[src/hpc_pkg.sv]
// constants for the hub port power and clock control block
package hpc_pkg;

	// ************************************************************
	// ports and bus
	// ************************************************************
	localparam int          NUM_PORTS  = 4;
	localparam int          DATA_W     = 32;
	localparam int          ADDR_W     = 32;
	localparam int          REG_IDX_LO = 2;
	localparam int          REG_IDX_W  = 3;

	// ************************************************************
	// register byte offsets
	// ************************************************************
	localparam logic [7:0]  OFS_CTRL   = 8'h00;
	localparam logic [7:0]  OFS_STATE  = 8'h04;
	localparam logic [7:0]  OFS_EVENT  = 8'h08;
	localparam logic [7:0]  OFS_MASK   = 8'h0c;
	localparam logic [7:0]  OFS_CONFIG = 8'h10;

	// ************************************************************
	// field positions
	// ************************************************************
	// ctrl: [3:0] port power request, [4] suspend request
	localparam int          CTRL_PWR_LO   = 0;
	localparam int          CTRL_SUSPEND  = 4;
	// state: [3:0] filtered overcurrent, [4] ganged, [5] 48 MHz input mode,
	// [6] suspended, [7] pll enabled, [11:8] power enabled per port
	localparam int          ST_OC_LO      = 0;
	localparam int          ST_GANGED     = 4;
	localparam int          ST_FAST       = 5;
	localparam int          ST_SUSPEND    = 6;
	localparam int          ST_PLL        = 7;
	localparam int          ST_PWR_LO     = 8;
	// event and mask: [3:0] overcurrent per port, [4] clock strap mismatch
	localparam int          EV_OC_LO      = 0;
	localparam int          EV_CLKERR     = 4;
	localparam int          EV_W          = 5;
	// config: [0] ganged mode when the memory interface owns the strap pin
	localparam int          CFG_GANGED    = 0;

	// ************************************************************
	// reset values
	// ************************************************************
	localparam logic [4:0]  CTRL_RESET    = 5'h00;
	localparam logic [4:0]  EVENT_RESET   = 5'h00;
	localparam logic [4:0]  MASK_RESET    = 5'h00;
	localparam logic        CONFIG_RESET  = 1'b0;

	// ************************************************************
	// timing
	// ************************************************************
	localparam int          CLK_PERIOD_NS    = 5;
	localparam int          OC_FILTER_NS     = 1000;
	// least time, so round up
	localparam int          OC_FILTER_CYCLES = (OC_FILTER_NS + CLK_PERIOD_NS - 1) / CLK_PERIOD_NS;

	// ************************************************************
	// ahb encodings
	// ************************************************************
	localparam logic [1:0]  HTRANS_NONSEQ = 2'h2;
	localparam logic [1:0]  HTRANS_SEQ    = 2'h3;
	localparam logic        HRESP_OKAY    = 1'b0;

	typedef enum logic [1:0] {
		HPC_STRAP_WAIT,
		HPC_STRAP_RUN
	} hpc_strap_e;

endpackage

[src/hpc_top.sv]
// hub port power switching, overcurrent, suspend and clock control with ahb-lite registers
//
// The register offsets and the AHB-Lite register port were left to the implementer.
`timescale 1ns/1ps
module hpc_top #(
	parameter int OC_CYCLES = hpc_pkg::OC_FILTER_CYCLES
) (
	input  wire logic                        hclk,
	input  wire logic                        hresetn,
	// ahb-lite slave
	input  wire logic                        hsel,
	input  wire logic [hpc_pkg::ADDR_W-1:0]  haddr,
	input  wire logic [1:0]                  htrans,
	input  wire logic                        hwrite,
	input  wire logic [2:0]                  hsize,
	input  wire logic [hpc_pkg::DATA_W-1:0]  hwdata,
	input  wire logic                        hready,
	output logic      [hpc_pkg::DATA_W-1:0]  hrdata,
	output logic                             hreadyout,
	output logic                             hresp,
	output logic                             irq,
	// pins
	input  wire logic                        overcurrent_n_port1,
	input  wire logic                        overcurrent_n_port2,
	input  wire logic                        overcurrent_n_port3,
	input  wire logic                        overcurrent_n_port4,
	output logic                             port_power_enable_n_port1,
	output logic                             port_power_enable_n_port2,
	output logic                             port_power_enable_n_port3,
	output logic                             port_power_enable_n_port4,
	output logic                             suspend_indicator,
	input  wire logic                        clock_rate_select,
	input  wire logic                        fast_clock_input,
	input  wire logic                        external_memory_disable,
	input  wire logic                        shared_power_select,
	output logic                             pll_enable,
	output logic                             fast_clock_select
);
	import hpc_pkg::*;

	// ************************************************************
	// declarations
	// ************************************************************
	logic [NUM_PORTS-1:0]  oc_n;
	logic [NUM_PORTS-1:0]  oc_level;
	logic [NUM_PORTS-1:0]  oc_rise;
	logic [NUM_PORTS-1:0]  pwr_req;
	logic [NUM_PORTS-1:0]  pwr_on;
	logic [NUM_PORTS-1:0]  next_pwr_en_n;
	logic [NUM_PORTS-1:0]  pwr_en_n;
	logic                  suspend_req;
	logic [EV_W-1:0]       event_st;
	logic [EV_W-1:0]       event_mask;
	logic [EV_W-1:0]       event_set;
	logic [EV_W-1:0]       event_clr;
	logic [EV_W-1:0]       next_event_st;
	logic                  cfg_ganged;
	hpc_strap_e            strap_state;
	logic                  strap_ganged;
	logic                  strap_fast;
	logic                  ganged;
	logic                  any_oc_level;
	logic                  any_oc_rise;
	logic                  fast_clk_prev;
	logic                  fast_clk_toggle;
	// bus
	logic                  addr_take;
	logic                  wr_pend;
	logic [7:0]            wr_ofs;
	logic [7:0]            rd_ofs;
	logic                  wr_ctrl;
	logic                  wr_event;
	logic                  wr_mask;
	logic                  wr_config;
	logic [DATA_W-1:0]     state_word;
	logic [DATA_W-1:0]     next_hrdata;

	// ************************************************************
	// overcurrent filtering
	// ************************************************************
	assign oc_n = {overcurrent_n_port4, overcurrent_n_port3, overcurrent_n_port2, overcurrent_n_port1};

	genvar gi;
	generate
		for (gi = 0; gi < NUM_PORTS; gi++) begin : g_oc
			hpc_oc_filter #(
				.CYCLES  (OC_CYCLES)
			) u_filter (
				.hclk     (hclk),
				.hresetn  (hresetn),
				.oc_n     (oc_n[gi]),
				.oc_level (oc_level[gi]),
				.oc_rise  (oc_rise[gi])
			);
		end
	endgenerate

	assign any_oc_level = |oc_level;
	assign any_oc_rise  = |oc_rise;

	// ************************************************************
	// strap capture after reset release
	// ************************************************************
	// straps are caught by a clocked process once reset is gone,
	// never loaded from a pin under the asynchronous reset
	always_ff @(posedge hclk or negedge hresetn) begin
		if (!hresetn) begin
			strap_state  <= HPC_STRAP_WAIT;
			strap_ganged <= 1'b0;
			strap_fast   <= 1'b0;
		end else begin
			case (strap_state)
				HPC_STRAP_WAIT: begin
					// shared power strap read only when the memory interface is off; clock rate strap always read
					strap_ganged <= external_memory_disable & shared_power_select;
					strap_fast   <= clock_rate_select;
					strap_state  <= HPC_STRAP_RUN;
				end
				HPC_STRAP_RUN: begin
					strap_state  <= HPC_STRAP_RUN;
				end
				default: begin
					strap_state  <= HPC_STRAP_WAIT;
				end
			endcase
		end
	end

	// with the memory interface active the pin carries data, so software chooses
	assign ganged = external_memory_disable ? strap_ganged : cfg_ganged;

	// ************************************************************
	// clock source selection
	// ************************************************************
	// pll runs from the crystal only in 6 MHz mode
	assign pll_enable        = (strap_state == HPC_STRAP_RUN) && !strap_fast;
	// the 48 MHz input path is picked by the strap
	assign fast_clock_select = (strap_state == HPC_STRAP_RUN) && strap_fast;

	// fast clock input must sit low in 6 MHz mode; a toggle seen there is flagged
	always_ff @(posedge hclk or negedge hresetn) begin
		if (!hresetn) begin
			fast_clk_prev <= 1'b0;
		end else begin
			fast_clk_prev <= fast_clock_input;
		end
	end
	assign fast_clk_toggle = (strap_state == HPC_STRAP_RUN) && !strap_fast && fast_clock_input;

	// ************************************************************
	// port power
	// ************************************************************
	// per-port: a pending overcurrent event or live level drops only its own port
	// ganged: any overcurrent drops every port, all follow request bit 0
	always_comb begin
		for (int i = 0; i < NUM_PORTS; i++) begin
			if (ganged) begin
				pwr_on[i] = pwr_req[0] && !any_oc_level && !(|event_st[EV_OC_LO +: NUM_PORTS]);
			end else begin
				pwr_on[i] = pwr_req[i] && !oc_level[i] && !event_st[EV_OC_LO + i];
			end
		end
	end

	// active low, both levels driven from a flop
	assign next_pwr_en_n = ~pwr_on;

	always_ff @(posedge hclk or negedge hresetn) begin
		if (!hresetn) begin
			pwr_en_n          <= {NUM_PORTS{1'b1}};
			suspend_indicator <= 1'b0;
		end else begin
			pwr_en_n          <= next_pwr_en_n;
			suspend_indicator <= suspend_req;
		end
	end

	assign port_power_enable_n_port1 = pwr_en_n[0];
	assign port_power_enable_n_port2 = pwr_en_n[1];
	assign port_power_enable_n_port3 = pwr_en_n[2];
	assign port_power_enable_n_port4 = pwr_en_n[3];

	// ************************************************************
	// events and interrupt
	// ************************************************************
	assign event_set[EV_OC_LO +: NUM_PORTS] = ganged ? {NUM_PORTS{any_oc_rise}} : oc_rise;
	assign event_set[EV_CLKERR]             = fast_clk_toggle && !fast_clk_prev;
	assign event_clr                        = wr_event ? hwdata[EV_W-1:0] : '0;
	// a set in the clearing cycle wins
	assign next_event_st                    = (event_st & ~event_clr) | event_set;
	assign irq                              = |(event_st & event_mask);

	// ************************************************************
	// ahb-lite slave
	// ************************************************************
	assign hreadyout = 1'b1;
	assign hresp     = HRESP_OKAY;
	assign addr_take = hsel && hready && (htrans == HTRANS_NONSEQ || htrans == HTRANS_SEQ);

	assign wr_ctrl   = wr_pend && (wr_ofs == OFS_CTRL);
	assign wr_event  = wr_pend && (wr_ofs == OFS_EVENT);
	assign wr_mask   = wr_pend && (wr_ofs == OFS_MASK);
	assign wr_config = wr_pend && (wr_ofs == OFS_CONFIG);

	assign rd_ofs    = haddr[7:0];

	assign state_word = {{(DATA_W - ST_PWR_LO - NUM_PORTS){1'b0}},
	                     ~pwr_en_n,
	                     pll_enable,
	                     suspend_indicator,
	                     strap_fast,
	                     ganged,
	                     oc_level};

	// unmapped offsets read as zero
	always_comb begin
		next_hrdata = '0;
		if (|haddr[ADDR_W-1:8]) begin
			next_hrdata = '0;
		end else if (rd_ofs == OFS_CTRL) begin
			next_hrdata = {{(DATA_W - CTRL_SUSPEND - 1){1'b0}}, suspend_req, pwr_req};
		end else if (rd_ofs == OFS_STATE) begin
			next_hrdata = state_word;
		end else if (rd_ofs == OFS_EVENT) begin
			next_hrdata = {{(DATA_W - EV_W){1'b0}}, event_st};
		end else if (rd_ofs == OFS_MASK) begin
			next_hrdata = {{(DATA_W - EV_W){1'b0}}, event_mask};
		end else if (rd_ofs == OFS_CONFIG) begin
			next_hrdata = {{(DATA_W - 1){1'b0}}, cfg_ganged};
		end
	end

	// address phase captured here, write data lands one edge later
	always_ff @(posedge hclk or negedge hresetn) begin
		if (!hresetn) begin
			wr_pend <= 1'b0;
			wr_ofs  <= 8'h00;
			hrdata  <= '0;
		end else begin
			wr_pend <= addr_take && hwrite && !(|haddr[ADDR_W-1:8]);
			wr_ofs  <= addr_take ? haddr[7:0] : wr_ofs;
			if (addr_take && !hwrite) begin
				hrdata <= next_hrdata;
			end
		end
	end

	// ************************************************************
	// registers
	// ************************************************************
	always_ff @(posedge hclk or negedge hresetn) begin
		if (!hresetn) begin
			// every register to its starting value
			pwr_req     <= CTRL_RESET[NUM_PORTS-1:0];
			suspend_req <= CTRL_RESET[CTRL_SUSPEND];
			event_st    <= EVENT_RESET;
			event_mask  <= MASK_RESET;
			cfg_ganged  <= CONFIG_RESET;
		end else begin
			event_st <= next_event_st;
			if (wr_ctrl) begin
				pwr_req     <= hwdata[CTRL_PWR_LO +: NUM_PORTS];
				suspend_req <= hwdata[CTRL_SUSPEND];
			end
			if (wr_mask) begin
				event_mask <= hwdata[EV_W-1:0];
			end
			if (wr_config) begin
				cfg_ganged <= hwdata[CFG_GANGED];
			end
		end
	end

endmodule

[src/hpc_oc_filter.sv]
// glitch filter for one active-low overcurrent input
`timescale 1ns/1ps
module hpc_oc_filter #(
	parameter int CYCLES = hpc_pkg::OC_FILTER_CYCLES
) (
	input  wire logic hclk,
	input  wire logic hresetn,
	input  wire logic oc_n,
	output logic      oc_level,
	output logic      oc_rise
);
	import hpc_pkg::*;

	localparam int                CNT_W   = $clog2(CYCLES + 1);
	localparam logic [CNT_W-1:0] CNT_MAX = CNT_W'(CYCLES);
	localparam logic [CNT_W-1:0] CNT_ONE = CNT_W'(1);

	logic [CNT_W-1:0] low_count;
	logic [CNT_W-1:0] next_low_count;
	logic             next_oc_level;

	// ************************************************************
	// low-time counter
	// ************************************************************
	// low means overcurrent
	// count consecutive low cycles, any high restarts
	assign next_low_count = oc_n ? '0 : ((low_count == CNT_MAX) ? low_count : low_count + CNT_ONE);
	// report only once the low has outlasted the filter
	assign next_oc_level  = !oc_n && (next_low_count == CNT_MAX);

	always_ff @(posedge hclk or negedge hresetn) begin
		if (!hresetn) begin
			low_count <= '0;
			oc_level  <= 1'b0;
			oc_rise   <= 1'b0;
		end else begin
			low_count <= next_low_count;
			oc_level  <= next_oc_level;
			oc_rise   <= next_oc_level && !oc_level;
		end
	end

endmodule

[config.mk]
export PLATFORM = sky130hd
export DESIGN_NAME = hpc_top
export DESIGN_NICKNAME = d
export VERILOG_FILES = /design/src/hpc_pkg.sv /design/src/hpc_top.sv /design/src/hpc_oc_filter.sv
export SDC_FILE = /design/constraint.sdc
export NUM_CORES = 1
export LEC_CHECK = 0
export BUFFER_PORTS_ARGS = -buffer_cell sky130_fd_sc_hd__buf_4
export CAP_MARGIN = 5
export CORE_MARGIN = 2
export CORE_UTILIZATION = 57
export DETAILED_ROUTE_END_ITERATION = 10
export MAX_ROUTING_LAYER = met4
export PLACE_DENSITY_LB_ADDON = 0.05
export SLEW_MARGIN = 5
export SYNTH_ARGS = -nofsm -noshare
export SYNTH_HDL_FRONTEND = slang
export SYNTH_SLANG_ARGS = --single-unit
[constraint.sdc]
create_clock -name hclk -period 4.2 [get_ports hclk]
set_input_delay 0.63 -clock hclk [delete_from_list [all_inputs] [get_ports hclk]]
set_output_delay 0.63 -clock hclk [all_outputs]
set_load 0.02 [all_outputs]
==> metrics.txt <==
DR DRC count 0; overall routing resource usage 22.54%; drt initial violations 155; top post-synthesis cells by count sky130_fd_sc_hd__dfrtp_1 (82), sky130_fd_sc_hd__nand2_1 (58), sky130_fd_sc_hd__nor2_1 (36); Netlist Area Pre-Place 4506 µm²; deepest clock path buffer count 2; count of final max-slew check failures 0; area enclosed by the die boundary 8631 µm²; dominant cell by count in the synthesized netlist sky130_fd_sc_hd__dfrtp_1; unique cell type count in the Yosys netlist 60; Setup Buffers After CTS 0; area occupied by multi-input gates 2118 µm²; Setup Skew 0.009461 ns; setup total negative slack 0 ns; final net count 606; run status finished clean; total power divided by cell area 336.4 nW/µm²; Fillers 621; total of max-cap violations 0; Gate power share 11.2%; total congestion overflow after global routing 0; critical path startpoint g_oc[2].u_filter.low_count[0]; via count of the first global-routing pass 3,235; sequential group share of total power 51.2%; proportion of register bits with asynchronous set or reset after synthesis 100.0%; clock transition at the registers of the reported paths 0.09 ns; input/output buffers 70; Initial Util 58.61%; portion of synthesized cell area occupied by the leading cell type 45.54%; share of the core filled with cells in the final layout 67.92%; sort of element at the start of the critical path register; RD Place Congestion 0.8577; ANT cells 0; cell types with the largest area share after synthesis sky130_fd_sc_hd__dfrtp_1 (46%), sky130_fd_sc_hd__nand2_1 (4.8%), sky130_fd_sc_hd__mux2_2 (4.7%); placed wire-length estimate after detailed placement 6369 µm; post-synthesis instance total 457; Die Width 92.91 µm; top routing layer used met4; num rows 32; area added between synthesis and finish 15.88%; predominant post-synthesis flop cell sky130_fd_sc_hd__dfrtp_1; internal power summed over all cells 1.319 mW; routed wire length 8954 µm; switching power share of the total 24.88%; Switching Power 0.4370 mW; upper clock frequency limit 409.1 MHz; maximum number of pins on one net before global-route repair 62; number of search-and-repair iterations in the first detailed-routing pass 5; clock tree from TritonCTS done; Final min period 2.444 ns; number of I/O pins 124; number of warnings printed during yosys synthesis 0; worst slew margin relative to its limit 18.07%; Register Area 2157 µm²; Worst Tran Pin Value 1.218 ns; CP Capture Type register; Seq/Total Area, Yosys 47.88%; vias after detailed routing 3,403; startpoint of the most critical register-to-register path g_oc[2].u_filter.low_count[0]; share of cells above drive strength 1 23.03%; EDFF count, synth 0; start-to-end type of the worst setup path register to register; total leakage power 2.384 nW; final hold vios 0; data arrival time of the critical path 2.68 ns; metal3 WL 311 µm; Via-to-Cell Ratio 5.462; buffer type at the clock tree root sky130_fd_sc_hd__clkbuf_8; die boundary height 92.91 µm; number of sinks on the clock net 86; cell taking the most area after synthesis sky130_fd_sc_hd__dfrtp_1; H-tree levels 3; final routed wire length divided by cell count 14.37 µm; routed length on met2 4357 µm; average cell area after synthesis 9.859 µm²; number of antenna violations at the first check in global routing 0; Finish-stage setup viols 0; maximum fanout along the worst path 9; number of nets still failing antenna checks after routing 0; period utilisation layout 58.20%; required time reported for the critical path endpoint 4.44 ns; quantity of hold-fixing buffers added after cts 0; post-synthesis sequential element count 86; number of gates resized after CTS 0; global-route wire length before repair 14,970 µm; maximum resistive drop on vdd 0.2346 mV; latest clock arrival within the worst-skew pair 0.35 ns; wire length on met1 4150 µm; class of the tightest hold or removal check input port to asynchronous set/reset pin; register-to-register path setup slack 1.76 ns; Num CTS Buffers 9; core outline area 7687 µm²; proportion of power drawn by the clock network 37.6%; setup repair after global routing missed its margin false
==> critical path, cell delays in order (launching register included) <==
cell	delay, ns
sky130_fd_sc_hd__dfrtp_1	0.47
sky130_fd_sc_hd__inv_1	0.13
sky130_fd_sc_hd__ha_1	0.17
sky130_fd_sc_hd__nand4_1	0.09
sky130_fd_sc_hd__nor4_1	0.93
sky130_fd_sc_hd__nor4_1	0.18
sky130_fd_sc_hd__a32oi_1	0.28
sky130_fd_sc_hd__nor3_1	0.07
==> layout make-up <==
cell class / count / area share (%)
clock buffers: 11 / 2.900
clock inverters: 5 / 1.558
inverters: 14 / 1.006
multi-input cells: 334 / 40.57
flip-flops and latches: 86 / 41.31
well taps: 102 / 2.444
repair buffers: 71 / 10.21
==> flip-flops by register name, indices dropped and copies added, names as in the netlist, 4 cells and up <==
name	cells
g_oc.u_filter.oc_level	4
wr_ofs	8
g_oc.u_filter.low_count	32
pwr_req	4
event_st	5
event_mask	5
hrdata	12
g_oc.u_filter.oc_rise	4
pwr_en_n	4
==> final timing paths <==
| check | end | depth (start not counted) |
|---|---|---|
| min in group hclk | fast_clk_prev | 1 |
| worst max-delay path | g_oc[2].u_filter.oc_rise | 7 |
| max in group asynchronous | hrdata[5] | 2 |
| worst max register to register | g_oc[2].u_filter.oc_rise | 7 |
| worst min register to register | suspend_indicator | 0 |
| worst min-delay path | g_oc[0].u_filter.low_count[1] | 1 |
==> power by group through the flow <==
stage / sequential [mW] / combinational, mW / clock [mW]
after floorplan: 0.905 / 0.136 / 0
after global placement: 0.913 / 0.191 / 0
after detailed placement: 0.915 / 0.196 / 0
after CTS: 0.899 / 0.197 / 0.677
after global routing: 0.906 / 0.220 / 0.714
final: 0.900 / 0.196 / 0.661
==> metrics by stage <==
| step | worst slack (ns) | instance area, µm² | hold WS [ns] | instances | power (mW) |
|---|---|---|---|---|---|
| 4_1_cts | 1.726 | 5221 | 0.3574 | 623 | 1.773 |
| 6_report | 1.756 | 5221 | 0.3310 | 623 | 1.756 |
| 2_1_floorplan | 1.647 | 4584 | 0.3344 | 478 | 1.041 |
| 3_5_place_dp | 1.395 | 4989 | 0.3992 | 607 | 1.110 |
| 3_3_place_gp | 1.433 | 4989 | 0.3892 | 607 | 1.104 |
| 5_1_grt | 1.521 | 5221 | 0.3733 | 623 | 1.840 |
==> cells by family after synthesis <==
logic type | synth area share [%]
compound gates | 9.664
xor+xnor | 5.637
fa+ha+maj | 2.222
buf+inv | 6.859
flops | 47.88
mux | 6.304
other cells | 0.1667
simple gates | 21.27
==> metal layers <==
metal	vias up	track usage [%]
li1	1680	-
met1	1632	30.64
met2	75	34.06
met3	16	3.662
met4	0	9.191
met5	-	-
==> placed cells by master, fill, tap and decap left out, drive strengths merged, types with 5 or more instances in the layout <==
master / n
nand2: 58
nand4: 5
mux2: 19
mux2i: 7
nand2b: 6
xnor2: 13
nor2: 36
a21oi: 9
conb: 23
o31ai: 6
inv: 14
o21ai: 11
ha: 8
clkbuf: 11
buf: 71
nand3: 17
nor4: 14
xor2: 16
dfrtp: 82
and3: 5
nor3: 20
(Power assumes the default switching activity.)
